## src/shared/bbcr_pkg.sv

```systemverilog
package bbcr_pkg;
  // ****************************************
  // register map
  // ****************************************
  localparam logic [7:0] OFS_B2_CTRL = 8'h06;
  localparam logic [7:0] OFS_BB_CTRL = 8'h07;

  // ****************************************
  // field positions
  // ****************************************
  localparam int BIT_RSVD       = 7;
  localparam int BIT_B2_EN      = 6;
  localparam int BIT_B2_FPWM    = 5;
  // buck-boost, default layout: force-PWM above enable
  localparam int BIT_BB_FPWM_TB = 6;
  localparam int BIT_BB_EN_TB   = 5;
  // buck-boost, alternate layout: enable above force-PWM
  localparam int BIT_BB_EN_PR   = 6;
  localparam int BIT_BB_FPWM_PR = 5;
  localparam int VCODE_MSB      = 4;

  // ****************************************
  // reset values
  // ****************************************
  localparam logic       RST_B2_EN   = 1'b1;
  localparam logic       RST_B2_FPWM = 1'b0;
  localparam logic       RST_BB_EN   = 1'b1;
  localparam logic       RST_BB_FPWM = 1'b0;
  localparam logic [4:0] RST_VCODE   = 5'h00;

  // ****************************************
  // voltage decode, millivolts
  // ****************************************
  localparam logic [11:0] MV_BASE     = 12'h708;
  localparam logic [11:0] MV_B2_STEP  = 12'h064;
  localparam logic [11:0] MV_BB_STEP  = 12'h032;
  localparam logic [11:0] MV_TOP      = 12'hce4;
  localparam logic [11:0] MV_NONE     = 12'h000;
  localparam logic [4:0]  B2_TOP_CODE = 5'h10;
endpackage

```

## src/core/bbcr_regs.sv

```systemverilog
// Functional notes
// - second buck register bit D6 enables the converter and resets to 1.
// - second buck bit D5 forces PWM when 1, auto modulation when 0, reset 0.
// - second buck code 0 is external, 1..15 give 1.80..3.20 V, else 3.30 V.
// - power-on sequencing enables the buck-boost without a register write.
// - the buck-boost stays off whenever its code is zero.
// - the pull-down is on while the buck-boost is off, but off for code 0.
// - the buck-boost code comes out of reset as a factory default.
// - buck-boost code 0 is off, 1..31 give 1.80..3.30 V in 50 mV steps.
// - the default buck-boost layout has force-PWM at D6, enable at D5.
// - codes change live while running; force-PWM only when the bit is 1.
module bbcr_regs #(
  // 1: buck-boost force-PWM at D6, enable at D5; 0: the two swapped
  parameter bit BB_TABLE_LAYOUT = 1'b1
) (
  // clock and reset
  input  wire logic        clk_sys,
  input  wire logic        srst,
  // factory defaults, same clock domain
  input  wire logic [4:0]  fuse_b2_vcode,
  input  wire logic [4:0]  fuse_bb_vcode,
  // power-on sequencer
  input  wire logic        seq_bb_enable,
  // register port from the serial engine
  input  wire logic [7:0]  reg_addr,
  input  wire logic [7:0]  reg_wdata,
  input  wire logic        reg_wr,
  input  wire logic        reg_rd,
  output logic      [7:0]  reg_rdata,
  output logic             regs_ready,
  // second step-down converter controls
  output logic             b2_enable,
  output logic             b2_force_pwm,
  output logic      [4:0]  b2_vcode,
  output logic             b2_ext_ctrl,
  output logic      [11:0] b2_mv,
  // buck-boost controls
  output logic             bb_enable,
  output logic             bb_force_pwm,
  output logic      [4:0]  bb_vcode,
  output logic             bb_pulldown,
  output logic      [11:0] bb_mv
);

  localparam int BB_EN_BIT   = BB_TABLE_LAYOUT ? bbcr_pkg::BIT_BB_EN_TB
                                               : bbcr_pkg::BIT_BB_EN_PR;
  localparam int BB_FPWM_BIT = BB_TABLE_LAYOUT ? bbcr_pkg::BIT_BB_FPWM_TB
                                               : bbcr_pkg::BIT_BB_FPWM_PR;

  // ****************************************
  // decode functions
  // ****************************************
  function automatic logic [11:0] b2_decode(input logic [4:0] c);
    logic [11:0] steps;
    steps = {7'h00, c} - 12'h001;
    if (c == 5'h00) begin
      b2_decode = bbcr_pkg::MV_NONE;
    end else if (c >= bbcr_pkg::B2_TOP_CODE) begin
      b2_decode = bbcr_pkg::MV_TOP;
    end else begin
      b2_decode = 12'(bbcr_pkg::MV_BASE + steps * bbcr_pkg::MV_B2_STEP);
    end
  endfunction

  function automatic logic [11:0] bb_decode(input logic [4:0] c);
    logic [11:0] steps;
    steps = {7'h00, c} - 12'h001;
    if (c == 5'h00) begin
      bb_decode = bbcr_pkg::MV_NONE;
    end else begin
      bb_decode = 12'(bbcr_pkg::MV_BASE + steps * bbcr_pkg::MV_BB_STEP);
    end
  endfunction

  // ****************************************
  // register state
  // ****************************************
  logic       loaded_ff;
  logic       b2_en_ff;
  logic       b2_fpwm_ff;
  logic [4:0] b2_code_ff;
  logic       bb_en_ff;
  logic       bb_fpwm_ff;
  logic [4:0] bb_code_ff;
  logic [7:0] rdata_ff;
  logic       wr_b2;
  logic       wr_bb;
  logic       bb_on;

  assign wr_b2 = reg_wr && loaded_ff && (reg_addr == bbcr_pkg::OFS_B2_CTRL);
  assign wr_bb = reg_wr && loaded_ff && (reg_addr == bbcr_pkg::OFS_BB_CTRL);
  assign regs_ready = loaded_ff;

  // fuses are sampled on the first edge after release, not inside reset
  always_ff @(posedge clk_sys) begin
    if (srst) begin
      loaded_ff <= 1'b0;
    end else begin
      loaded_ff <= 1'b1;
    end
  end

  always_ff @(posedge clk_sys) begin
    if (srst) begin
      b2_en_ff <= bbcr_pkg::RST_B2_EN;
    end else if (wr_b2) begin
      b2_en_ff <= reg_wdata[bbcr_pkg::BIT_B2_EN];
    end
  end

  always_ff @(posedge clk_sys) begin
    if (srst) begin
      b2_fpwm_ff <= bbcr_pkg::RST_B2_FPWM;
    end else if (wr_b2) begin
      b2_fpwm_ff <= reg_wdata[bbcr_pkg::BIT_B2_FPWM];
    end
  end

  // codes are rewritable at any time, enabled or not
  always_ff @(posedge clk_sys) begin
    if (srst) begin
      b2_code_ff <= bbcr_pkg::RST_VCODE;
    end else if (!loaded_ff) begin
      b2_code_ff <= fuse_b2_vcode;
    end else if (wr_b2) begin
      b2_code_ff <= reg_wdata[bbcr_pkg::VCODE_MSB:0];
    end
  end

  // sequencer set wins over a same-cycle clear by software
  always_ff @(posedge clk_sys) begin
    if (srst) begin
      bb_en_ff <= bbcr_pkg::RST_BB_EN;
    end else if (seq_bb_enable) begin
      bb_en_ff <= 1'b1;
    end else if (wr_bb) begin
      // enable position follows the chosen layout
      bb_en_ff <= reg_wdata[BB_EN_BIT];
    end
  end

  always_ff @(posedge clk_sys) begin
    if (srst) begin
      bb_fpwm_ff <= bbcr_pkg::RST_BB_FPWM;
    end else if (wr_bb) begin
      bb_fpwm_ff <= reg_wdata[BB_FPWM_BIT];
    end
  end

  // factory default loaded right after reset
  always_ff @(posedge clk_sys) begin
    if (srst) begin
      bb_code_ff <= bbcr_pkg::RST_VCODE;
    end else if (!loaded_ff) begin
      bb_code_ff <= fuse_bb_vcode;
    end else if (wr_bb) begin
      bb_code_ff <= reg_wdata[bbcr_pkg::VCODE_MSB:0];
    end
  end

  // ****************************************
  // read path
  // ****************************************
  // reserved bit and unmapped offsets read zero
  always_ff @(posedge clk_sys) begin
    if (srst) begin
      rdata_ff <= 8'h00;
    end else if (reg_rd) begin
      rdata_ff <= 8'h00;
      if (reg_addr == bbcr_pkg::OFS_B2_CTRL) begin
        rdata_ff[bbcr_pkg::BIT_B2_EN]   <= b2_en_ff;
        rdata_ff[bbcr_pkg::BIT_B2_FPWM] <= b2_fpwm_ff;
        rdata_ff[bbcr_pkg::VCODE_MSB:0] <= b2_code_ff;
      end else if (reg_addr == bbcr_pkg::OFS_BB_CTRL) begin
        rdata_ff[BB_EN_BIT]             <= bb_en_ff;
        rdata_ff[BB_FPWM_BIT]           <= bb_fpwm_ff;
        rdata_ff[bbcr_pkg::VCODE_MSB:0] <= bb_code_ff;
      end
    end
  end
  assign reg_rdata = rdata_ff;

  // ****************************************
  // converter control outputs
  // ****************************************
  // zero code overrides the enable bit
  assign bb_on = bb_en_ff && (bb_code_ff != 5'h00);

  // second buck outputs, one cycle behind the register
  always_ff @(posedge clk_sys) begin
    if (srst) begin
      b2_enable    <= bbcr_pkg::RST_B2_EN;
      b2_force_pwm <= bbcr_pkg::RST_B2_FPWM;
      b2_vcode     <= bbcr_pkg::RST_VCODE;
      b2_ext_ctrl  <= 1'b1;
      b2_mv        <= bbcr_pkg::MV_NONE;
    end else begin
      b2_enable    <= b2_en_ff;
      b2_force_pwm <= b2_fpwm_ff;
      b2_vcode     <= b2_code_ff;
      // code 0 hands voltage to the external control
      b2_ext_ctrl  <= (b2_code_ff == 5'h00);
      b2_mv        <= b2_decode(b2_code_ff);
    end
  end

  // reset keeps the converter off until the fuse code is known
  always_ff @(posedge clk_sys) begin
    if (srst) begin
      bb_enable    <= 1'b0;
      bb_force_pwm <= bbcr_pkg::RST_BB_FPWM;
      bb_vcode     <= bbcr_pkg::RST_VCODE;
      bb_pulldown  <= 1'b0;
      bb_mv        <= bbcr_pkg::MV_NONE;
    end else begin
      bb_enable    <= bb_on;
      bb_force_pwm <= bb_fpwm_ff;
      bb_vcode     <= bb_code_ff;
      // pull-down off when code is zero
      bb_pulldown  <= !bb_on && (bb_code_ff != 5'h00);
      // 50 mV steps from 1.80 V
      bb_mv        <= bb_decode(bb_code_ff);
    end
  end
endmodule

```

## config.mk

```make
export PLATFORM = sky130hd
export DESIGN_NAME = bbcr_regs
export DESIGN_NICKNAME = d
export VERILOG_FILES = /design/src/shared/bbcr_pkg.sv /design/src/core/bbcr_regs.sv
export SDC_FILE = /design/constraint.sdc
export NUM_CORES = 1
export LEC_CHECK = 0
export ABC_AREA = 1
export BUFFER_PORTS_ARGS = -buffer_cell sky130_fd_sc_hd__clkbuf_2
export CORE_UTILIZATION = 40
export CTS_BUF_LIST = sky130_fd_sc_hd__clkbuf_8
export DETAILED_ROUTE_END_ITERATION = 10
export PLACE_DENSITY = 0.61
export SKIP_LAST_GASP = 1
export SYNTH_ARGS = -nofsm -noshare
export SYNTH_HDL_FRONTEND = slang
export SYNTH_SLANG_ARGS = --single-unit
export TNS_END_PERCENT = 5
```

## constraint.sdc

```tcl
create_clock -name clk_sys -period 5.6 [get_ports clk_sys]
set_input_delay 0.28 -clock clk_sys [delete_from_list [all_inputs] [get_ports clk_sys]]
set_output_delay 0.28 -clock clk_sys [all_outputs]
set_load 0.03 [all_outputs]
```

==> run summary, run 1 <==
Number of CTS-inserted buffers: 9
Largest net degree at the start of global routing: 25
Remaining global-route overflow: 0
Resized cells post-CTS: 0
Maximum frequency from static timing analysis: 276 MHz
Ys flop type: sky130_fd_sc_hd__dfxtp_1
Die Ht: 95.5 um
Share of synthesized area spent on multiplexers: 0
Clock-pin slew of the registers on the worst-case setup and hold paths: 0.08 ns
Count of routing violations after the opening detailed-route iteration: 149
Routed wire length per instance: 11.0 um
Max-slew headroom: 0.584
Total setup violations reported at the end of the flow: 0
Area growth from synthesis to final layout: 19.5%
Startpoint-to-endpoint class of the critical path: reg2reg
H-tree depth: 3
Number of remaining DRC errors: 0
Area of the core: 8340 um2
Antenna viol nets, final: 0
Endpoints failing hold: 0
Net Sw Frac: 0.443
Main combinational cell family by area after synthesis: simple AND/OR/NAND/NOR gates
Post-route fraction of the period consumed by the critical path: 0.646
Net total in the final layout: 614
Routed vias/inst: 4.66
Total routing resource utilization after global routing: 0.179
Total of hold buffers inserted after clock tree synthesis: 0
Boundary Pins: 80
Post-CTS setup buffers: 0
Clock power frac: 0.224
Synthesized-area fraction occupied by adder cells: 0.160
Number of sinks driven by the clock tree: 59
Async SR Flop Fraction: 0
Hold WS: 0.126 ns
Maximum VDD drop: 0.137 mV
Initial cell density of the core: 0.419
Count of distinct cell types in the synthesized netlist: 37
Path type of the worst min-delay path: in2reg
Fraction of layout instances using a drive strength above 1: 0.224
First-pass DRT Iterations: 4
Via count of the first global-routing pass: 2,833
Clock skew: 0.0110 ns
Power Dens Cells: 476 nW/um2
Internal Power: 0.00111 W
Pins Over Slew Limit: 0
Mean instance size in the synthesized netlist: 7.50 um2
Number of violations of the max-capacitance limit: 0
Switching power summed over all nets: 0.000880 W
Setup crit start kind: register
Critical path peak fanout: 6
Dpl hpwl: 5670 um
Logic gate share of total power: 0.528
CTS Buffer Depth: 2
Total vias in the final route: 3,046
Number of antenna violations at the first check in global routing: 0
WP data required: 5.83 ns
Number of cell rows: 33
Clock root buffer master: sky130_fd_sc_hd__clkbuf_8
TritonCTS clock tree: built
Part of the Yosys area used for sequential elements: 0.338
Share of the synthesized netlist area taken by xor and xnor gates: 0.0351
Post-synth EDFFs: 0
Antenna cells: 0
Routability cong.: 0.815
Detailed-route wire length: 7200 um
Endpoint class of the critical path: register
Count of input and output buffers: 74
Syn Inst Count: 466
Relative contribution of sequential cells to total power: 0.249
Pleak: 2.29 nW
Data arrival time of the critical path: 3.85 ns
Latest clock arrival within the worst-skew pair: 0.35 ns
Time the worst path needs with I/O delays and setup: 3.62 ns
Area share of and/or/nand/nor cells after synthesis: 0.236
Setup repair after global routing missed its margin: no
Die area: 9120 um2
Post-synthesis instance area: 3500 um2
Run status: complete, no violations
Total negative slack: 0 ns
Fraction of the mapped netlist area in compound gates: 0.111
First-pass GRT wire length: 12,300 um
Commonest cells after routing, fill and taps aside: sky130_fd_sc_hd__inv_1, sky130_fd_sc_hd__nand2_1, sky130_fd_sc_hd__clkbuf_2, sky130_fd_sc_hd__dfxtp_1, sky130_fd_sc_hd__nor2_1
Die W: 95.5 um
Transition time of the tightest slew-check pin: 0.623 ns
Synth Warn #: 0
Leading cell type in the layout, fill and taps excluded: sky130_fd_sc_hd__inv_1
Flip-flop and latch count after synthesis: 59
==> metal layers <==
| metal | wire length (um) | share of wire | global-route usage | vias up |
|---|---|---|---|---|
| met5 | 0 | 0 | 0 | - |
| met4 | 143 | 0.020 | 0.0846 | 0 |
| met3 | 540 | 0.075 | 0.0478 | 13 |
| met2 | 3280 | 0.46 | 0.298 | 90 |
| met1 | 3240 | 0.45 | 0.214 | 1335 |
| li1 | - | - | - | 1608 |
==> cell families (layout without fill, tap and decap cells) <==
group	after synthesis	count (layout)
AO/OA/AOI/OAI	68	68
AND/OR/NAND/NOR	181	181
adder cells (fa/ha/maj)	40	40
buffers and inverters	106	185
other	1	4
XOR/XNOR	11	11
flip-flops	59	59
==> critical path, stage by stage (launching register included) <==
cell and delay [ns]:
sky130_fd_sc_hd__dfxtp_1 0.42, sky130_fd_sc_hd__inv_2 0.11, sky130_fd_sc_hd__ha_1 0.28, sky130_fd_sc_hd__nand3_1 0.12, sky130_fd_sc_hd__nand2_1 0.18, sky130_fd_sc_hd__ha_1 0.27
sky130_fd_sc_hd__fa_1 0.48, sky130_fd_sc_hd__inv_1 0.05, sky130_fd_sc_hd__fa_1 0.50, sky130_fd_sc_hd__inv_1 0.04, sky130_fd_sc_hd__ha_1 0.33, sky130_fd_sc_hd__nand2_1 0.08
sky130_fd_sc_hd__inv_1 0.04, sky130_fd_sc_hd__nand3_1 0.07, sky130_fd_sc_hd__nand3_1 0.11, sky130_fd_sc_hd__inv_1 0.10, sky130_fd_sc_hd__nand2_1 0.05, sky130_fd_sc_hd__nand2_1 0.07
sky130_fd_sc_hd__nand2_1 0.06, sky130_fd_sc_hd__nand2_1 0.07, sky130_fd_sc_hd__a21oi_2 0.05
==> Yosys cell counts, types with 5 or more instances <==
cell	number	share of area
sky130_fd_sc_hd__ha_1	32	0.11
sky130_fd_sc_hd__inv_2	8	0.0086
sky130_fd_sc_hd__xor2_1	5	0.013
sky130_fd_sc_hd__inv_1	87	0.093
sky130_fd_sc_hd__o221ai_1	7	0.018
sky130_fd_sc_hd__a21oi_1	21	0.030
sky130_fd_sc_hd__o21ai_0	32	0.046
sky130_fd_sc_hd__fa_1	8	0.046
sky130_fd_sc_hd__nand3_1	20	0.029
sky130_fd_sc_hd__dfxtp_1	59	0.34
sky130_fd_sc_hd__nand2_1	84	0.090
sky130_fd_sc_hd__nor2_1	49	0.053
sky130_fd_sc_hd__nand2_2	8	0.014
==> worst paths after layout <==
check,start,endpoint,slack [ns],depth (start not counted)
max,bb_code_ff[0],bb_mv[11],1.98,20
min,seq_bb_enable,bb_en_ff,0.13,3
max reg2reg,bb_code_ff[0],bb_mv[11],1.98,20
min reg2reg,b2_en_ff,b2_enable,0.45,2
==> registers in the layout (all words and copies together), names as in the netlist, 5 cells and up <==
name	flops
bb_vcode	5
bb_code_ff	5
b2_code_ff	5
b2_mv	10
reg_rdata	7
b2_vcode	5
bb_mv	11
==> cell type report <==
| cell class | count | area (um2) |
|---|---|---|
| clock buffer | 9 | 124 |
| clock inverter | 7 | 103 |
| fill | 845 | 4160 |
| inverter | 95 | 357 |
| multi-input combinational | 304 | 1910 |
| sequential | 59 | 1180 |
| tap | 105 | 131 |
| timing repair buffer | 74 | 370 |
==> power by group through the flow <==
stage               sequential (W)  clock [W]  combinational, W
floorplan                 0.000601          0          0.000754
global placement          0.000503          0           0.00102
detailed placement        0.000505          0           0.00105
CTS                       0.000495   0.000457           0.00106
global route              0.000499   0.000478           0.00121
finish                    0.000494   0.000445           0.00105
==> stage by stage <==
stage | area, um2 | util | power, W | instances | setup slack, ns
6_report | 4180 | 0.501 | 0.00199 | 653 | 1.98
5_1_grt | 4180 | 0.501 | 0.00218 | 653 | 1.68
4_1_cts | 4180 | 0.501 | 0.00201 | 653 | 1.93
3_5_place_dp | 3950 | 0.474 | 0.00156 | 637 | 1.93
3_3_place_gp | 3950 | 0.474 | 0.00153 | 637 | 2.00
2_1_floorplan | 3510 | - | 0.00135 | 469 | 2.28
Note: power is estimated with default switching activity, not from simulation.
==> run 2, diff against run 1 <==
- ABC_AREA: 1 -> 0
- PLACE_DENSITY: 0.61 -> 0.64
- clock period: 5.6 -> 3.2 ns (I/O delays scaled with it)
==> run 2 against run 1 <==
Net effect: the run now ends with setup timing left; clock skew up 0.0014 ns; routed wire length is 0.94% higher; clock-buffer cell count up 1; critical path depth decreased by 2; power rose by 99%; critical endpoint unchanged; largest cell class unchanged; highest routed layer unchanged.
==> run summary, run 2 <==
Number of remaining DRC errors: 0 (unchanged)
Async SR Flop Fraction: 0 (unchanged)
Total routing resource utilization after global routing: 0.183 (+0.00423)
Ys flop type: sky130_fd_sc_hd__dfxtp_1
Worst-case setup margin in the final layout: -0.237 ns (-2.22 ns)
Hold WS: 0.0570 ns (-0.0687 ns)
Endpoint class of the critical path: register
Commonest cells after routing, fill and taps aside: sky130_fd_sc_hd__clkbuf_2, sky130_fd_sc_hd__dfxtp_1, sky130_fd_sc_hd__buf_4, sky130_fd_sc_hd__nor2_1, sky130_fd_sc_hd__a21oi_1
Path type of the worst min-delay path: in2reg
Die area: 8580 um2 (-5.9%)
Die W: 92.6 um (-3.0%)
Most used standard cells in the synthesized netlist: sky130_fd_sc_hd__dfxtp_1, sky130_fd_sc_hd__nor2_1, sky130_fd_sc_hd__ha_1
Number of violations of the max-capacitance limit: 0 (unchanged)
Antenna viol nets, final: 0 (unchanged)
TritonCTS clock tree: built
Number of sinks driven by the clock tree: 59 (unchanged)
Die Ht: 92.6 um (-3.0%)
Via count of the first global-routing pass: 2,715 (-4.2%)
Clock root buffer master: sky130_fd_sc_hd__clkbuf_8
WP data required: 3.42 ns (-2.41 ns)
Net Sw Frac: 0.369 (-0.0737)
Max-slew headroom: 0.558 (-0.0268)
CTS Buffer Depth: 2 (unchanged)
Largest reg by FF count: bb_mv
Power Dens Cells: 864 nW/um2 (+81%)
Syn Inst Count: 352 (-24%)
Pins Over Slew Limit: 0 (unchanged)
Part of the Yosys area used for sequential elements: 0.360 (+0.0218)
H-tree depth: 3 (unchanged)
Total setup violations reported at the end of the flow: 6 (+6)
Number of antenna violations at the first check in global routing: 0 (unchanged)
Flip-flop and latch count after synthesis: 59 (unchanged)
Net total in the final layout: 548 (-11%)
Count of input and output buffers: 74 (unchanged)
Clock power frac: 0.206 (-0.018)
Post-synth EDFFs: 0 (unchanged)
First-pass DRT Iterations: 4 (unchanged)
Boundary Pins: 80 (unchanged)
Startpoint-to-endpoint class of the critical path: reg2reg
Data arrival time of the critical path: 3.66 ns (-0.19 ns)
Setup repair after global routing missed its margin: yes
Area of the core: 7850 um2 (-5.9%)
Count of distinct cell types in the synthesized netlist: 48 (+30%)
Routed vias/inst: 4.68 (+0.25%)
Routability cong.: 0.817 (+0.29%)
Post-synthesis instance area: 3280 um2 (-6.0%)
Maximum VDD drop: 0.296 mV (+120%)
Antenna cells: 0 (unchanged)
Logic gate share of total power: 0.578 (+0.050)
Synth Warn #: 0 (unchanged)
Violations in the final reports: setup timing
Fraction of layout instances using a drive strength above 1: 0.402 (+0.178)
Relative contribution of sequential cells to total power: 0.216 (-0.033)
Maximum frequency from static timing analysis: 291 MHz (+5.3%)
Critical path peak fanout: 4 (-2)
Leading cell type in the layout, fill and taps excluded: sky130_fd_sc_hd__clkbuf_2
Run status: finished, violations left
Internal Power: 0.00250 W (+130%)
Endpoints failing hold: 0 (unchanged)
Cell type with the highest aggregate area in the netlist: sky130_fd_sc_hd__dfxtp_1
Pre-CTS setup slack: -0.242 ns (-2.17 ns)
Number of cell rows: 32 (-3.0%)
Non-filler instance count after layout: 584 (-11%)
Clock-pin slew of the registers on the worst-case setup and hold paths: 0.07 ns (about the same)
Dpl hpwl: 5980 um (+5.4%)
Detailed-route wire length: 7270 um (+0.94%)
Mean instance size in the synthesized netlist: 9.33 um2 (+24%)
Area growth from synthesis to final layout: 39.5%
Remaining global-route overflow: 0 (unchanged)
Pleak: 2.16 nW (-6.0%)
Setup crit start kind: register
First-pass GRT wire length: 12,200 um (-1.1%)
Latest clock arrival within the worst-skew pair: 0.34 ns (about the same)
Clock skew: 0.0123 ns (+0.00136 ns)
Initial cell density of the core: 0.419 (-0.000615)
Most frequent cell after synthesis: sky130_fd_sc_hd__dfxtp_1
Post-place instance area: 4320 um2 (+9.3%)
Design Area, Final: 4580 um2 (+9.7%)
Total vias in the final route: 2,731 (-10%)
Placed Cells: 567 (-11%)
Transition time of the tightest slew-check pin: 0.662 ns (+0.0395 ns)
Switching power summed over all nets: 0.00146 W (+66%)
Largest net degree at the start of global routing: 37 (+48%)
Number of CTS-inserted buffers: 9 (unchanged)
Share of the synthesized area in the top cell type: 0.360 (+0.0218)
Largest register FFs: 11 (unchanged)
Time the worst path needs with I/O delays and setup: 3.44 ns (-0.183 ns)
Count of routing violations after the opening detailed-route iteration: 54 (-64%)
Top cells by area, synth: sky130_fd_sc_hd__dfxtp_1, sky130_fd_sc_hd__ha_1, sky130_fd_sc_hd__nor2_1, sky130_fd_sc_hd__fa_1, sky130_fd_sc_hd__xnor2_1
Fin util: 0.584 (+0.0833)
Post-route fraction of the period consumed by the critical path: 1.07 (+0.428)
Routed wire length per instance: 12.4 um (+13%)
==> run 2: changes by cell type after synthesis, moves of 14 or more <==
cell / change
sky130_fd_sc_hd__o21ai_0: -24
sky130_fd_sc_hd__nand3_1: -16
sky130_fd_sc_hd__nor2b_1: +18
sky130_fd_sc_hd__inv_1: -60
sky130_fd_sc_hd__nand2_1: -75
sky130_fd_sc_hd__a211oi_1: +14
==> run 2: cell type report <==
type                    count  area (um2)
well taps                 102         128
repair buffers            125         756
multi-input cells         253        2150
flip-flops and latches     59        1190
fillers                   736        3260
inverters                  29         114
clock buffers              10         138
clock inverters             6         104
==> run 2: path summary, 6_finish.rpt <==
path	startpoint	endpoint	slack, ns	depth (start not counted)
worst max-delay path	bb_code_ff[0]	bb_mv[11]	-0.24	18
worst min-delay path	reg_wdata[6]	b2_en_ff	0.06	3
worst max register to register	bb_code_ff[0]	bb_mv[11]	-0.24	18
worst min register to register	bb_fpwm_ff	bb_force_pwm	0.49	1
==> run 2: critical path, cell delays in order, from the launching register on <==
cell,delay [ns]
sky130_fd_sc_hd__dfxtp_4,0.37
sky130_fd_sc_hd__inv_4,0.04
sky130_fd_sc_hd__ha_4,0.16
sky130_fd_sc_hd__nor3b_2,0.15
sky130_fd_sc_hd__and2_4,0.14
sky130_fd_sc_hd__nor2_4,0.10
sky130_fd_sc_hd__inv_2,0.07
sky130_fd_sc_hd__ha_4,0.16
sky130_fd_sc_hd__fa_1,0.48
sky130_fd_sc_hd__inv_1,0.05
sky130_fd_sc_hd__fa_1,0.49
sky130_fd_sc_hd__inv_2,0.05
sky130_fd_sc_hd__ha_4,0.26
sky130_fd_sc_hd__o21a_1,0.11
sky130_fd_sc_hd__o31a_2,0.18
sky130_fd_sc_hd__a21oi_2,0.06
sky130_fd_sc_hd__a211oi_2,0.19
sky130_fd_sc_hd__nand3_1,0.09
sky130_fd_sc_hd__nor3b_2,0.16
==> run 2: power by group through the flow <==
stage          clock network [W]  logic (W)  registers [W]
3_3_place_gp                   0    0.00222       0.000870
2_1_floorplan                  0    0.00146        0.00103
6_report                0.000816    0.00229       0.000855
5_1_grt                 0.000868    0.00253       0.000862
4_1_cts                 0.000833    0.00231       0.000857
3_5_place_dp                   0    0.00227       0.000874
==> run 2: cells by family (layout without fill, tap and decap cells) <==
family          Yosys count  in the layout  synth area share
other cells               1              4           0.00114
buf+inv                  43            170            0.0537
xor+xnor                 26             26            0.0781
fa+ha+maj                40             40             0.171
flops                    59             59             0.360
mux                      15             15            0.0472
compound gates           60             60             0.120
simple gates            108            108             0.170
==> run 2: per-stage QoR <==
stage	total power (W)	setup TNS [ns]
after floorplan	0.00249	-0.474
after global placement	0.00309	-0.592
after detailed placement	0.00315	-1.06
after CTS	0.00400	-1.10
after global routing	0.00426	-2.46
final	0.00396	-1.04
==> run 2: layer usage <==
| layer | track usage | vias up | routed length, um |
|---|---|---|---|
| li1 | - | 1425 | - |
| met1 | 0.222 | 1200 | 3410 |
| met2 | 0.309 | 93 | 3300 |
| met3 | 0.0435 | 13 | 437 |
| met4 | 0.0782 | 0 | 114 |
| met5 | 0 | - | 0 |
==> run 2: repair_timing <==
item / CTS / global route
gates resized for setup: 2 / 1
endpoints found under the hold margin: 1 / 0
pin swaps: 2 / 0
hold buffers: 1 / 0
buffers inserted: 0 / 0
endpoints found under the setup margin: 7 / 9
